--- src/hw/spx_map.svh ---
// offsets, field positions, reset values and command codes of the slot exchange
// assumes inclusion by name from every file of the block
//
// Operation
// RULE1 - two slots integer/division, one slot float
// RULE2 - slot carries two input, two output words
// RULE3 - first input word of slot holds weight
// RULE4 - second output word bits 2:0 select quantity
// RULE5 - input words: weight, status, weight, status
// RULE6 - output words: data, command, data, command
// RULE7 - float format exchanges four words each way
// RULE8 - float input: response, float, float, status
// RULE9 - float output: reserved, command, float operand
// RULE10 - only a changed command word is new
// RULE11 - controller loads operand before changing command
// RULE12 - new command changes ack and indicator
// RULE13 - controller waits for ack before next command
// RULE14 - real-time value refreshed every update tick
// RULE15 - static value loaded once, held until command
// RULE16 - rotation list of up to nine entries
// RULE17 - automatic rotation advances each update tick
// RULE18 - alternating next-field codes step the rotation
// RULE19 - rotation retained; default is gross only; a reset clears the count here, so the list reads empty
// RULE20 - floats use 32-bit single-precision layout
// RULE21 - integrity bits in first and last byte
// RULE22 - controller reissues command after repeated mismatch; the controller model only raises retry
// RULE23 - discrete io moves only on update tick
// RULE24 - integer weight is signed sixteen-bit
// RULE25 - both integrity bits toggle with float data
`ifndef SPX_MAP_SVH
`define SPX_MAP_SVH
// ------------------------------------------------------------
// register offsets
// ------------------------------------------------------------
`define SPX_OFS_CTRL 8'h00
`define SPX_OFS_STATUS 8'h04
`define SPX_OFS_ROT 8'h08
// ------------------------------------------------------------
// field positions and reset values
// ------------------------------------------------------------
`define SPX_FMT_INT 2'h0
`define SPX_FMT_DIV 2'h1
`define SPX_FMT_FLT 2'h2
`define SPX_CTRL_TWO_BIT 2
`define SPX_ROT_CLR_BIT 5
`define SPX_RST_FMT 2'h0
`define SPX_RST_TWO 1'h0
`define SPX_ROT_MAX 9
`define SPX_FIELD_GROSS 5'h00
`define SPX_ACK_RST 2'h0
// ------------------------------------------------------------
// command word: bits 7:5 group, bits 4:0 field or code
// ------------------------------------------------------------
`define SPX_GRP_MISC 3'h0
`define SPX_GRP_RT 3'h1
`define SPX_GRP_STATIC 3'h2
`define SPX_GRP_APPEND 3'h3
`define SPX_GRP_CLEAR 3'h4
`define SPX_GRP_LOAD 3'h5
`define SPX_CMD_NEXT1 5'h01
`define SPX_CMD_NEXT2 5'h02
`define SPX_CMD_AUTO 5'h03
`endif

--- src/hw/spx_pkg.sv ---
// types shared by the slot exchange modules
// assumes spx_map.svh for the numeric constants
package spx_pkg;
  // ------------------------------------------------------------
  // float report modes
  // ------------------------------------------------------------
  typedef enum logic [1:0] {
    SPX_MODE_RT = 2'b00,
    SPX_MODE_STATIC = 2'b01,
    SPX_MODE_AUTO = 2'b10,
    SPX_MODE_MAN = 2'b11
  } spx_mode_type;
  typedef logic [4:0] spx_field_type;
endpackage

--- src/hw/spx_exchange.sv ---
// slot exchange between the scale and the polled fieldbus image
// assumes image words, scale values and ad_tick come from logic on ref_clk
`timescale 1ns/1ps
`include "spx_map.svh"
module spx_exchange
  import spx_pkg::*;
#(
  parameter int ROT_MAX = `SPX_ROT_MAX,
  parameter int DIO_W = 4
) (
  input wire logic ref_clk,
  input wire logic rst_n,
  input wire logic ce,
  input wire logic [7:0] reg_addr,
  input wire logic [31:0] reg_wdata,
  input wire logic reg_wr,
  input wire logic reg_rd,
  output logic [31:0] reg_rdata,
  input wire logic [15:0] plc_out0,
  input wire logic [15:0] plc_out1,
  input wire logic [15:0] plc_out2,
  input wire logic [15:0] plc_out3,
  output logic [15:0] plc_in0,
  output logic [15:0] plc_in1,
  output logic [15:0] plc_in2,
  output logic [15:0] plc_in3,
  input wire logic ad_tick,
  output logic [2:0] slot1_sel,
  input wire logic [15:0] slot1_weight,
  output logic [2:0] slot2_sel,
  input wire logic [15:0] slot2_weight,
  output logic [15:0] slot1_wdata,
  output logic [15:0] slot2_wdata,
  input wire logic [15:0] scale_status,
  output spx_field_type float_sel,
  input wire logic [31:0] float_value,
  output logic load_stb,
  output spx_field_type load_field,
  output logic [31:0] load_value,
  input wire logic [DIO_W-1:0] din_pin,
  output logic [DIO_W-1:0] dout
);
  // ------------------------------------------------------------
  // configuration and register bus
  // ------------------------------------------------------------
  logic [1:0] fmt_q, fmt_d;
  logic two_q, two_d;
  logic [31:0] rdata_q, rdata_d;
  logic bus_app, bus_clr;
  logic flt, two_eff;
  logic [1:0] ack_q, ack_d;
  spx_mode_type mode_q, mode_d;
  spx_field_type cur_sel, rot_cur;
  logic [3:0] rot_cnt, rot_ptr;
  logic [15:0] stat_q, stat_d;

  assign flt = (fmt_q == `SPX_FMT_FLT);
  // float format never offers a second slot
  assign two_eff = two_q && !flt; // RULE1

  always_comb
  begin
    fmt_d = fmt_q;
    two_d = two_q;
    bus_app = 1'b0;
    bus_clr = 1'b0;
    rdata_d = 32'h0000_0000;
    if (reg_wr)
    begin
      case (reg_addr)
        `SPX_OFS_CTRL:
        begin
          fmt_d = reg_wdata[1:0];
          two_d = reg_wdata[`SPX_CTRL_TWO_BIT];
        end
        `SPX_OFS_ROT:
        begin
          bus_clr = reg_wdata[`SPX_ROT_CLR_BIT];
          bus_app = !reg_wdata[`SPX_ROT_CLR_BIT];
        end
        default:
        begin
          fmt_d = fmt_q;
        end
      endcase
    end
    if (reg_rd)
    begin
      case (reg_addr)
        `SPX_OFS_CTRL: rdata_d = {29'h0, two_q, fmt_q};
        `SPX_OFS_STATUS: rdata_d = {11'h0, cur_sel, stat_q[3:0], rot_ptr, rot_cnt,
                                    mode_q, ack_q};
        `SPX_OFS_ROT: rdata_d = {27'h0, rot_cur};
        default: rdata_d = 32'h0000_0000;
      endcase
    end
  end

  always_ff @(posedge ref_clk or negedge rst_n)
  begin
    if (!rst_n)
    begin
      fmt_q <= `SPX_RST_FMT;
      two_q <= `SPX_RST_TWO;
      rdata_q <= 32'h0000_0000;
    end
    else if (ce)
    begin
      fmt_q <= fmt_d;
      two_q <= two_d;
      rdata_q <= rdata_d;
    end
  end
  assign reg_rdata = rdata_q;

  // ------------------------------------------------------------
  // discrete inputs and integer image
  // ------------------------------------------------------------
  logic [DIO_W-1:0] din_s1_q, din_s2_q, dout_q, dout_d;
  logic [15:0] w0_q, w0_d, w2_q, w2_d;
  logic [2:0] sel1_q, sel1_d, sel2_q, sel2_d;
  logic [15:0] wd1_q, wd1_d, wd2_q, wd2_d;

  always_comb
  begin
    w0_d = w0_q;
    w2_d = w2_q;
    stat_d = stat_q;
    dout_d = dout_q;
    sel1_d = sel1_q;
    sel2_d = sel2_q;
    wd1_d = wd1_q;
    wd2_d = wd2_q;
    if (ad_tick)
    begin
      // io follows the update tick, so the plc sees up to one tick of lag
      stat_d = {scale_status[15:DIO_W], din_s2_q}; // RULE23
      if (!flt)
        dout_d = plc_out1[8 +: DIO_W]; // RULE23
    end
    if (!flt)
    begin
      sel1_d = plc_out1[2:0]; // RULE4
      sel2_d = two_eff ? plc_out3[2:0] : 3'h0; // RULE4
      wd1_d = plc_out0; // RULE6
      wd2_d = two_eff ? plc_out2 : 16'h0000; // RULE6
      if (ad_tick)
      begin
        // scale supplies signed counts or divisions already sized
        w0_d = slot1_weight; // RULE3 RULE24
        w2_d = two_eff ? slot2_weight : 16'h0000; // RULE3
      end
      if (!two_eff)
        w2_d = 16'h0000; // RULE1
    end
  end

  always_ff @(posedge ref_clk or negedge rst_n)
  begin
    if (!rst_n)
    begin
      din_s1_q <= '0;
      din_s2_q <= '0;
      dout_q <= '0;
      w0_q <= 16'h0000;
      w2_q <= 16'h0000;
      stat_q <= 16'h0000;
      sel1_q <= 3'h0;
      sel2_q <= 3'h0;
      wd1_q <= 16'h0000;
      wd2_q <= 16'h0000;
    end
    else if (ce)
    begin
      din_s1_q <= din_pin;
      din_s2_q <= din_s1_q;
      dout_q <= dout_d;
      w0_q <= w0_d;
      w2_q <= w2_d;
      stat_q <= stat_d;
      sel1_q <= sel1_d;
      sel2_q <= sel2_d;
      wd1_q <= wd1_d;
      wd2_q <= wd2_d;
    end
  end
  assign dout = dout_q;
  assign slot1_sel = sel1_q;
  assign slot2_sel = sel2_q;
  assign slot1_wdata = wd1_q;
  assign slot2_wdata = wd2_q;

  // ------------------------------------------------------------
  // float command handshake
  // ------------------------------------------------------------
  logic [15:0] prev_q, prev_d;
  spx_field_type ind_q, ind_d, fsel_q, fsel_d, lfield_q, lfield_d;
  logic [31:0] fval_q, fval_d, lval_q, lval_d;
  logic integ_q, integ_d, pend_q, pend_d, lstb_q, lstb_d;
  logic cmd_new, rot_app, rot_clr, rot_adv, fwr;
  logic [2:0] grp;
  spx_field_type code;

  function automatic logic [1:0] spx_next_ack(input logic [1:0] a);
    spx_next_ack = (a == 2'h3) ? 2'h1 : a + 2'h1;
  endfunction

  assign cmd_new = flt && (plc_out1 != prev_q); // RULE10
  assign grp = plc_out1[7:5];
  assign code = plc_out1[4:0];
  assign cur_sel = (mode_q == SPX_MODE_AUTO || mode_q == SPX_MODE_MAN) ? rot_cur : fsel_q;

  always_comb
  begin
    prev_d = plc_out1;
    ack_d = ack_q;
    ind_d = ind_q;
    mode_d = mode_q;
    fsel_d = fsel_q;
    fval_d = fval_q;
    integ_d = integ_q;
    pend_d = 1'b0;
    lstb_d = 1'b0;
    lfield_d = lfield_q;
    lval_d = lval_q;
    rot_app = bus_app;
    rot_clr = bus_clr;
    rot_adv = 1'b0;
    fwr = 1'b0;
    if (cmd_new)
    begin
      // controller holds off until this ack shows
      ack_d = spx_next_ack(ack_q); // RULE12 RULE13
      case (grp)
        `SPX_GRP_RT, `SPX_GRP_STATIC:
        begin
          mode_d = (grp == `SPX_GRP_RT) ? SPX_MODE_RT : SPX_MODE_STATIC;
          fsel_d = code;
          ind_d = code; // RULE12
          pend_d = 1'b1; // RULE15
        end
        `SPX_GRP_APPEND: rot_app = 1'b1; // RULE16
        `SPX_GRP_CLEAR: rot_clr = 1'b1;
        `SPX_GRP_LOAD:
        begin
          // operand words are already valid when the command word moves
          lstb_d = 1'b1; // RULE11
          lfield_d = code;
          lval_d = {plc_out2, plc_out3}; // RULE9 RULE20
        end
        default:
        begin
          if (code == `SPX_CMD_NEXT1 || code == `SPX_CMD_NEXT2)
          begin
            mode_d = SPX_MODE_MAN;
            rot_adv = (mode_q == SPX_MODE_MAN); // RULE18
            pend_d = 1'b1;
          end
          else if (code == `SPX_CMD_AUTO)
          begin
            mode_d = SPX_MODE_AUTO; // RULE17
            pend_d = 1'b1;
          end
        end
      endcase
    end
    else if (flt && (pend_q || (ad_tick && mode_q != SPX_MODE_STATIC)))
    begin
      fwr = 1'b1;
      fval_d = float_value; // RULE14 RULE20
      ind_d = cur_sel; // RULE12
      // both integrity bits flip in the same update as the data
      integ_d = !integ_q; // RULE21 RULE25
      rot_adv = ad_tick && !pend_q && mode_q == SPX_MODE_AUTO; // RULE17
    end
  end

  always_ff @(posedge ref_clk or negedge rst_n)
  begin
    if (!rst_n)
    begin
      prev_q <= 16'h0000;
      ack_q <= `SPX_ACK_RST;
      ind_q <= `SPX_FIELD_GROSS;
      mode_q <= SPX_MODE_RT;
      fsel_q <= `SPX_FIELD_GROSS;
      fval_q <= 32'h0000_0000;
      integ_q <= 1'b0;
      pend_q <= 1'b0;
      lstb_q <= 1'b0;
      lfield_q <= `SPX_FIELD_GROSS;
      lval_q <= 32'h0000_0000;
    end
    else if (ce)
    begin
      prev_q <= prev_d;
      ack_q <= ack_d;
      ind_q <= ind_d;
      mode_q <= mode_d;
      fsel_q <= fsel_d;
      fval_q <= fval_d;
      integ_q <= integ_d;
      pend_q <= pend_d;
      lstb_q <= lstb_d;
      lfield_q <= lfield_d;
      lval_q <= lval_d;
    end
  end
  assign float_sel = cur_sel;
  assign load_stb = lstb_q;
  assign load_field = lfield_q;
  assign load_value = lval_q;

  spx_rotation #(
    .ROT_MAX(ROT_MAX)
  ) u_rot (
    .ref_clk(ref_clk),
    .rst_n(rst_n),
    .ce(ce),
    .clr(rot_clr),
    .append(rot_app),
    .field_in(bus_app ? reg_wdata[4:0] : code),
    .advance(rot_adv),
    .cur_field(rot_cur),
    .count(rot_cnt),
    .ptr(rot_ptr)
  );

  // ------------------------------------------------------------
  // input image
  // ------------------------------------------------------------
  always_comb
  begin
    if (flt)
    begin
      plc_in0 = {integ_q, ack_q, ind_q, 8'h00}; // RULE7 RULE8 RULE21
      plc_in1 = fval_q[31:16]; // RULE8
      plc_in2 = fval_q[15:0]; // RULE8
      plc_in3 = {integ_q, stat_q[14:0]}; // RULE8 RULE21
    end
    else
    begin
      plc_in0 = w0_q; // RULE2 RULE5
      plc_in1 = stat_q; // RULE5
      plc_in2 = w2_q; // RULE5
      plc_in3 = two_eff ? stat_q : 16'h0000; // RULE1 RULE5
    end
  end

  // ------------------------------------------------------------
  // checks
  // ------------------------------------------------------------
  a_ack_on_cmd: assert property (@(posedge ref_clk) disable iff (!rst_n) // RULE12
    (ce && cmd_new) |=> (ack_q != $past(ack_q) && ack_q != 2'h0))
    else $error("new command not acknowledged");
  a_ack_hold: assert property (@(posedge ref_clk) disable iff (!rst_n) // RULE10
    !(ce && cmd_new) |=> $stable(ack_q))
    else $error("ack moved without a new command");
  a_integ_data: assert property (@(posedge ref_clk) disable iff (!rst_n) // RULE25
    (ce && fwr) |=> (integ_q != $past(integ_q) && fval_q == $past(float_value)))
    else $error("integrity bits did not toggle with data");
  a_static_hold: assert property (@(posedge ref_clk) disable iff (!rst_n) // RULE15
    (mode_q == SPX_MODE_STATIC && !pend_q && !cmd_new) |=> $stable(fval_q))
    else $error("static value changed without command");
  a_rt_refresh: assert property (@(posedge ref_clk) disable iff (!rst_n) // RULE14
    (ce && flt && ad_tick && mode_q == SPX_MODE_RT && !cmd_new)
    |=> plc_in2 == $past(float_value[15:0]))
    else $error("real-time value not refreshed on tick");
  a_one_slot: assert property (@(posedge ref_clk) disable iff (!rst_n) // RULE1
    (!flt && !two_eff && $past(!two_eff) && $past(!flt)) |-> plc_in2 == 16'h0000)
    else $error("second slot active with one slot configured");
  a_weight_tick: assert property (@(posedge ref_clk) disable iff (!rst_n) // RULE3
    (ce && ad_tick && !flt && !fmt_d[1]) |=> plc_in0 == $past(slot1_weight))
    else $error("slot weight not taken on tick");
  a_dout_tick: assert property (@(posedge ref_clk) disable iff (!rst_n) // RULE23
    !(ce && ad_tick) |=> $stable(dout))
    else $error("discrete output moved off tick");
  a_load_once: assert property (@(posedge ref_clk) disable iff (!rst_n) // RULE11
    load_stb |-> (load_value == $past(lval_d) ##1 !load_stb))
    else $error("operand load not a single pulse");
endmodule // spx_exchange

--- src/hw/spx_rotation.sv ---
// rotation list of real-time field codes
// assumes single clock, firmware restores the list after power loss
`timescale 1ns/1ps
`include "spx_map.svh"
module spx_rotation
  import spx_pkg::*;
#(
  parameter int ROT_MAX = `SPX_ROT_MAX
) (
  input wire logic ref_clk,
  input wire logic rst_n,
  input wire logic ce,
  input wire logic clr,
  input wire logic append,
  input wire spx_field_type field_in,
  input wire logic advance,
  output spx_field_type cur_field,
  output logic [3:0] count,
  output logic [3:0] ptr
);
  spx_field_type ent_q [ROT_MAX];
  spx_field_type ent_d [ROT_MAX];
  logic [3:0] cnt_q, cnt_d, ptr_q, ptr_d;
  localparam logic [3:0] MAX4 = 4'(ROT_MAX);

  // ------------------------------------------------------------
  // list update
  // ------------------------------------------------------------
  always_comb
  begin
    ent_d = ent_q;
    cnt_d = cnt_q;
    ptr_d = ptr_q;
    if (clr)
    begin
      cnt_d = 4'h0;
      ptr_d = 4'h0;
    end
    else if (append && cnt_q < MAX4) // RULE16
    begin
      ent_d[cnt_q] = field_in;
      cnt_d = cnt_q + 4'h1;
    end
    else if (advance && cnt_q != 4'h0)
    begin
      ptr_d = (ptr_q + 4'h1 >= cnt_q) ? 4'h0 : ptr_q + 4'h1;
    end
  end

  // array holds no reset, but a warm reset clears count and pointer so the list reads empty
  always_ff @(posedge ref_clk)
  begin
    if (ce)
      ent_q <= ent_d;
  end

  always_ff @(posedge ref_clk or negedge rst_n)
  begin
    if (!rst_n)
    begin
      cnt_q <= 4'h0;
      ptr_q <= 4'h0;
    end
    else if (ce)
    begin
      cnt_q <= cnt_d;
      ptr_q <= ptr_d;
    end
  end

  // empty list reports gross weight only
  assign cur_field = (cnt_q == 4'h0) ? `SPX_FIELD_GROSS : ent_q[ptr_q]; // RULE19
  assign count = cnt_q;
  assign ptr = ptr_q;

  a_rot_bound: assert property (@(posedge ref_clk) disable iff (!rst_n)
    cnt_q <= MAX4 && (cnt_q == 4'h0 || ptr_q < cnt_q)) // RULE16
    else $error("rotation count or pointer out of range");
  a_rot_default: assert property (@(posedge ref_clk) disable iff (!rst_n)
    (ce && clr) |=> cur_field == `SPX_FIELD_GROSS) // RULE19
    else $error("cleared rotation does not report gross");
endmodule // spx_rotation

--- config.mk ---
export PLATFORM = sky130hd
export DESIGN_NAME = spx_exchange
export DESIGN_NICKNAME = d
export VERILOG_FILES = /design/src/hw/spx_pkg.sv /design/src/hw/spx_exchange.sv /design/src/hw/spx_rotation.sv
export VERILOG_INCLUDE_DIRS = /design/src /design/src/hw
export SDC_FILE = /design/constraint.sdc
export NUM_CORES = 1
export LEC_CHECK = 0
export ABC_AREA = 0
export BUFFER_PORTS_ARGS = -buffer_cell sky130_fd_sc_hd__buf_4
export CORE_MARGIN = 3
export CORE_UTILIZATION = 52
export DETAILED_ROUTE_END_ITERATION = 6
export PLACE_DENSITY = 0.78
export SYNTH_ARGS = -nofsm -noshare
export SYNTH_HDL_FRONTEND = slang
export SYNTH_SLANG_ARGS = --single-unit
--- constraint.sdc ---
create_clock -name ref_clk -period 3.2 [get_ports ref_clk]
set_input_delay 0.64 -clock ref_clk [delete_from_list [all_inputs] [get_ports ref_clk]]
set_output_delay 0.64 -clock ref_clk [all_outputs]
set_load 0.03 [all_outputs]
==> run metrics, run 1 <==
outcome=finished, final reports clean; crit start category=register; worst r2r path cells=8; syn_area_per_cell=13.0 um^2; placement row count=56; IO buf count=333; Synth Register Bits=277; area of the multi-input gates=4950 um^2; met3 routed WL=2.31 mm; fin crit period=3.13 ns; Clock Tree Root=clkbuf_16; Initial Util=53.0%; io pins=375; Worst slew margin=52.9%; number of diodes=0; Die Ht=161 um; layout cells sized above 1=47.0%; dominant synthesized flop cell=dfrtp_1; first-pass GRT wire length=51.4 mm; RSZ-0062 raised after global routing=true; Vias/cell=5.44; fin crit share=98.0%; CTS Buf Count=29; GRT Overall Usage=24.9%; Unique masters post-synth=66; 1st-pass router iterations=5; placed insts=1584; met1 WL=13.2 mm; pwr/cell area=529 nW/um^2; Top Layer Used=met4; total grt overflow=0; Final Max Slew Viols=0; DRC viols=0; GP Congestion=0.855; Post-synth ARST share=83.8%; CTS tree=built; crit-path max cell delay=0.58 ns; fillers=1715; maximum VDD drop=0.432 mV; Crit path top cell by count=buf_4; fin cells=1639; cell area after synthesis=12500 um^2; Final setup violation count=0; Sequential cell area=7160 um^2; initial antenna violation count=0; setup TNS=0 ns; DRT antenna net count=0; Syn-to-layout area delta=31.1%; Final Power=8.67 mW; R2R Path End=u_rot.ptr[2]; worst-path fanout max=5; Clk pin slew, worst setup/hold paths=0.06 ns; Setup Skew=0.0291 ns; worst slack at placement=0.307 ns; Horiz. Die Dim=161 um; hold slack=0.131 ns; R2R setup slack=0.61 ns; register area share after synthesis=57.3%; largest net degree at the start of global routing=88; CP arrival=2.49 ns; CP max-delay cell=mux4_1; cts hold-fix bufs=0; Detailed Place HPWL=23.5 mm; Die ar.=25900 um^2; worst path cell trace=buf_4, mux4_1, mux2i_1, o21ai_2, a31o_1, buf_4; H-tree depth=1; drt wl/cell=20.1 um; CP Data Required Time=2.56 ns; number of global-route vias before repair=9404; Core Footprint=23500 um^2; metal2 WL=16.4 mm; Final nets=1503; worst slew pin tran=0.707 ns; Setup crit end kind=primary output; Max-cap violations=0; Post-Route WL=33.0 mm; initial detailed-routing violation count=541; achievable frequency=0.319 GHz; HP Class=in -> async; vias=8915; crit path kind=reg -> out; leak pwr=8.08 nW; worst skew pair latency=0.55 ns; Syn Inst Count=963; CTS Buffer Depth=3; final hold vios=0; CTS sink cnt=277; Reg2Reg Launch Point=u_rot.count[0]; EDFF count, synth=45; Final WS setup=0.0654 ns; yosys warns=0
[flip-flops by register name, summed over array words and instances, names as in the netlist, 5 cells and up]
signal,count
w2_q,16
fval_q,32
stat_q,16
slot2_wdata,16
reg_rdata,21
fsel_q,5
prev_q,16
load_value,32
load_field,5
u_rot.ent_q,45
slot1_wdata,16
w0_q,16
ind_q,5
[worst max-delay path by stage]
stage          cells past startpoint    startpoint         endpoint  slack [ns]
5_1_grt                            6  u_rot.ptr[0]     float_sel[1]       -0.03
2_1_floorplan                      9   plc_out1[2]  u_rot.ent_q[25]        0.49
3_5_place_dp                       7   plc_out1[9]  u_rot.ent_q[43]        0.31
3_3_place_gp                       7   plc_out1[9]   u_rot.ent_q[9]        0.32
4_1_cts                            6  u_rot.ptr[0]     float_sel[1]       0.004
6_report                           6  u_rot.ptr[0]     float_sel[1]        0.07
[layer usage]
| metal | track usage, % | up-vias |
|---|---|---|
| li1 | - | 4067 |
| met1 | 31.4 | 4441 |
| met2 | 42.8 | 346 |
| met3 | 5.60 | 61 |
| met4 | 8.17 | 0 |
| met5 | 0 | - |
[synth_stat cells, types with 3 or more instances]
master	n	area, um^2
nand4_1	5	31.3
mux2i_1	5	50.1
nor2_1	10	37.5
o21ai_0	9	45.0
mux4_2	5	113
buf_4	12	90.1
and2_1	10	62.6
nand3_1	21	105
xor2_1	18	158
o311ai_0	3	26.3
a21oi_1	13	65.1
nor2b_1	22	138
nand2b_1	5	31.3
clkbuf_1	28	105
mux2_4	23	345
edfxtp_1	45	1350
mux4_1	5	131
buf_2	9	45.0
a211oi_1	3	22.5
and3_1	14	87.6
nand2_1	169	634
buf_6	11	124
mux2_2	153	1720
inv_1	11	41.3
nor4_1	4	25.0
ha_1	11	138
o21ai_1	4	20.0
a22oi_1	3	22.5
a21o_1	7	52.6
a22o_1	31	272
o221ai_1	3	26.3
a31o_1	4	35.0
buf_1	7	26.3
dfrtp_1	232	5810
o2bb2ai_1	10	87.6
[report_power, final]
part           leakage (nW)  total (mW)  internal [mW]  switching, mW
Combinational          4.12        1.22          0.543          0.680
Clock                 0.507        3.57           2.22           1.36
Sequential             3.45        3.87           3.75          0.121
[cell usage in the layout (no fill, tap or decap), drive strengths merged, types with 11 or more instances in the layout]
cell type,count
buf,363
dfrtp,232
mux2,176
nand2,169
edfxtp,45
clkbuf,39
a22o,32
nor2b,22
nand3,22
xor2,18
and3,15
a21oi,14
o21ai,13
inv,11
ha,11
conb,11
nor2,11
[metrics by stage]
step	area [um^2]	utilization, %
5_1_grt	16400	69.5
3_5_place_dp	15300	65.0
2_1_floorplan	12500	-
6_report	16400	69.5
3_3_place_gp	15300	65.0
4_1_cts	16400	69.5
[final cells by class]
cell class,instances,area share (%)
inverter,12,0.275
clock buffer,39,5.10
clock inverter,14,1.16
timing repair buffer,363,17.1
sequential,277,43.7
multi-input combinational,615,30.2
tap,319,2.44
[repair_timing]
item                                    in CTS  in global routing
pin swaps                                    1                  2
cloned                                       0                  0
buffers inserted                             2                  0
endpoints found under the setup margin       5                  5
endpoints found under the hold margin        0                  0
gates resized for setup                      6                  8
[cells by family after synthesis]
family	after synthesis	share of synthesized area, %
compound gates	103	6.57
xor+xnor	20	1.40
fa+ha+maj	11	1.10
buf+inv	81	3.67
flops	277	57.3
mux	191	18.9
other cells	1	0.0300
simple gates	279	11.0
[critical path, delay by kind of cell, from the launching register on]
kind	cells	cell delay [ns]
compound gates	2	0.36
buf+inv	2	0.35
flops	1	0.45
mux	2	0.81
Power figures use the tool's default switching activity.
==> run 2, diff against run 1 <==
--- a/config.mk
+++ b/config.mk
@@ -12,6 +12,7 @@
 export CORE_UTILIZATION = 52
 export DETAILED_ROUTE_END_ITERATION = 6
 export PLACE_DENSITY = 0.78
+export RECOVER_POWER = 50
 export SYNTH_ARGS = -nofsm -noshare
 export SYNTH_HDL_FRONTEND = slang
 export SYNTH_SLANG_ARGS = --single-unit
==> run 2 against run 1 <==
  * The run now ends with max-capacitance violations, max-slew violations left
  * Clock power is essentially flat
  * Non-clock buffer count is the same
  * Register-to-register slack is essentially flat
  * Sequential cell count is the same
  * Count of clock-buffer cells in the layout is the same
  * Cell count is the same
  * Highest routed layer unchanged
==> run metrics, run 2 (synthesis results as in run 1) <==
initial detailed-routing violation count=587 (was 541); DRC viols=0 (unchanged); Final setup violation count=0 (unchanged); sw frac=25.0% (was 24.9%); Initial Util=53.0% (unchanged); worst path cell trace=buf_4, mux4_1, mux2i_1, o21ai_2, a31o_1, buf_4 (unchanged); Horiz. Die Dim=161 um (unchanged); Sequential Power Share=44.9% (was 44.6%); RSZ-0062 raised after global routing=true (unchanged); Crit path max-delay family=multiplexers (unchanged); largest net degree at the start of global routing=88 (unchanged); worst-path fanout max=5 (unchanged); CP Data Required Time=2.56 ns (about the same); Post-Route WL=32.9 mm (was 33.0 mm); Worst slew margin=-47.0% (was 52.9%); HP Class=in -> reg (was in -> async); Clk pin slew, worst setup/hold paths=0.06 ns (about the same); DP Area=15300 um^2 (unchanged); initial antenna violation count=0 (unchanged); Clock Tree Root=clkbuf_16 (unchanged); CP max-delay cell=mux4_1 (unchanged); 1st-pass router iterations=4 (was 5); achievable frequency=0.319 GHz (about the same); first-pass GRT wire length=51.4 mm (unchanged); post-layout util=68.0% (was 69.5%); fillers=1807 (was 1715); CTS sink cnt=277 (unchanged); outcome=finished with violations (was finished, final reports clean); area of the multi-input gates=4950 um^2 (unchanged); Largest register FFs=45 (unchanged); crit path kind=reg -> out (unchanged); Final Cell Area=16000 um^2 (was 16400 um^2); worst slew pin tran=2.20 ns (was 0.707 ns); CTS Buf Count=29 (unchanged); io pins=375 (unchanged); Final Max Slew Viols=87 (was 0); leading cell type in the layout, fill and taps excluded=buf_4 (unchanged); Detailed Place HPWL=23.5 mm (unchanged); cts hold-fix bufs=0 (unchanged); CP arrival=2.49 ns (about the same); Die Ht=161 um (unchanged); CTS tree=built (unchanged); Clk pwr share=41.5% (was 41.2%); leak pwr=7.70 nW (was 8.08 nW); fin crit share=97.8% (was 98.0%); Setup Skew=0.0261 ns (was 0.0291 ns); hold slack=0.317 ns (was 0.131 ns); Final nets=1503 (unchanged); Buf+Inv Stages, Crit Path=2 (unchanged); CTS Buffer Depth=3 (unchanged); drt wl/cell=20.1 um (about the same); Setup crit end kind=primary output (unchanged); failing checks=max-capacitance violations, max-slew violations; layout cells sized above 1=40.3% (was 47.0%); Die ar.=25900 um^2 (unchanged); total grt overflow=0 (unchanged); Max-cap violations=1 (was 0); placement row count=56 (unchanged); number of diodes=0 (unchanged); GRT Overall Usage=24.9% (unchanged); IO buf count=333 (unchanged); Crit path top cell by count=buf_4 (unchanged); fin crit period=3.13 ns (about the same); GP Congestion=0.855 (unchanged); vias=8899 (was 8915); H-tree depth=1 (unchanged); Vias/cell=5.43 (was 5.44); crit-path max cell delay=0.58 ns (about the same); Syn-to-layout area delta=28.2% (was 31.1%); crit start category=register (unchanged); number of global-route vias before repair=9404 (unchanged); Core Footprint=23500 um^2 (unchanged); DRT antenna net count=0 (unchanged); maximum VDD drop=0.424 mV (was 0.432 mV); Final Power=8.62 mW (was 8.67 mW); Sequential cell area=7160 um^2 (unchanged); final hold vios=0 (unchanged); Top reg by flops=u_rot.ent_q (unchanged); Comb pwr share=13.7% (was 14.1%); cell internal pwr=6.46 mW (was 6.51 mW); worst skew pair latency=0.55 ns (about the same); most frequent cells in the layout=267 x buf_4, 230 x dfrtp_1, 168 x nand2_1, 153 x mux2_2, 93 x clkbuf_1 (was 356 x buf_4, 230 x dfrtp_1, 168 x nand2_1, 153 x mux2_2, 45 x edfxtp_1); pwr/cell area=539 nW/um^2 (was 529 nW/um^2); Psw=2.16 mW (about the same)
## run 2: routing by layer
metal	share of wire, %	global-route usage, %	routed length, um	vias up
met3	7.1	5.60	2320	63
li1	-	-	-	4065
met2	50	42.8	16300	344
met5	0	0	0	-
met4	3.3	8.17	1070	0
met1	40	31.4	13200	4427
## run 2: path summary, 6_finish.rpt
path | startpoint | to | slack (ns) | depth (start not counted)
setup / recovery | u_rot.ptr[0] | float_sel[1] | 0.07 | 6
hold / removal | plc_out3[1] | slot2_sel[1] | 0.32 | 2
setup reg to reg | u_rot.count[0] | u_rot.ptr[2] | 0.62 | 8
hold reg to reg | w2_q[9] | w2_q[9] | 0.47 | 2
max in group asynchronous | rst_n | load_value[2] | 0.58 | 2
min in group asynchronous | rst_n | fval_q[10] | 0.76 | 1
## run 2: final cells by class
type                    count  share of cell area (%)
clock inverters            14                    1.19
repair buffers            363                    15.2
clock buffers              39                    5.21
inverters                  12                   0.281
flip-flops and latches    277                    44.7
well taps                 319                    2.49
multi-input cells         615                    30.9
## run 2: worst register-to-register path: stages, from the launching register on
cell and delay (ns):
dfrtp_1 0.53, inv_1 0.14, ha_1 0.28, or3b_4 0.31, nand4_1 0.11, a21oi_1 0.25
o21ai_0 0.24, o311ai_0 0.37, o311ai_0 0.20
## run 2: power by group through the flow
stage / sequential, mW / combinational, mW / clock (mW)
finish: 3.87 / 1.18 / 3.58
detailed placement: 3.93 / 1.22 / 0
CTS: 3.87 / 1.24 / 3.64
global route: 3.89 / 1.26 / 3.79
floorplan: 3.99 / 0.597 / 0
global placement: 3.92 / 1.20 / 0
## run 2: repair_timing
action                                 CTS  global route
endpoints found under the hold margin    0             0
resized for setup                        6             8
pin swaps                                1             2
buffers inserted                         2             0
setup endpoints to repair                5             5
## run 2: through the flow
step / cells / setup WS, ns / setup TNS [ns]
3_5_place_dp: 1584 / 0.307 / 0
3_3_place_gp: 1584 / 0.323 / 0
5_1_grt: 1639 / -0.0323 / -0.0323
2_1_floorplan: 973 / 0.491 / 0
4_1_cts: 1639 / 0.00352 / 0
6_report: 1639 / 0.0698 / 0
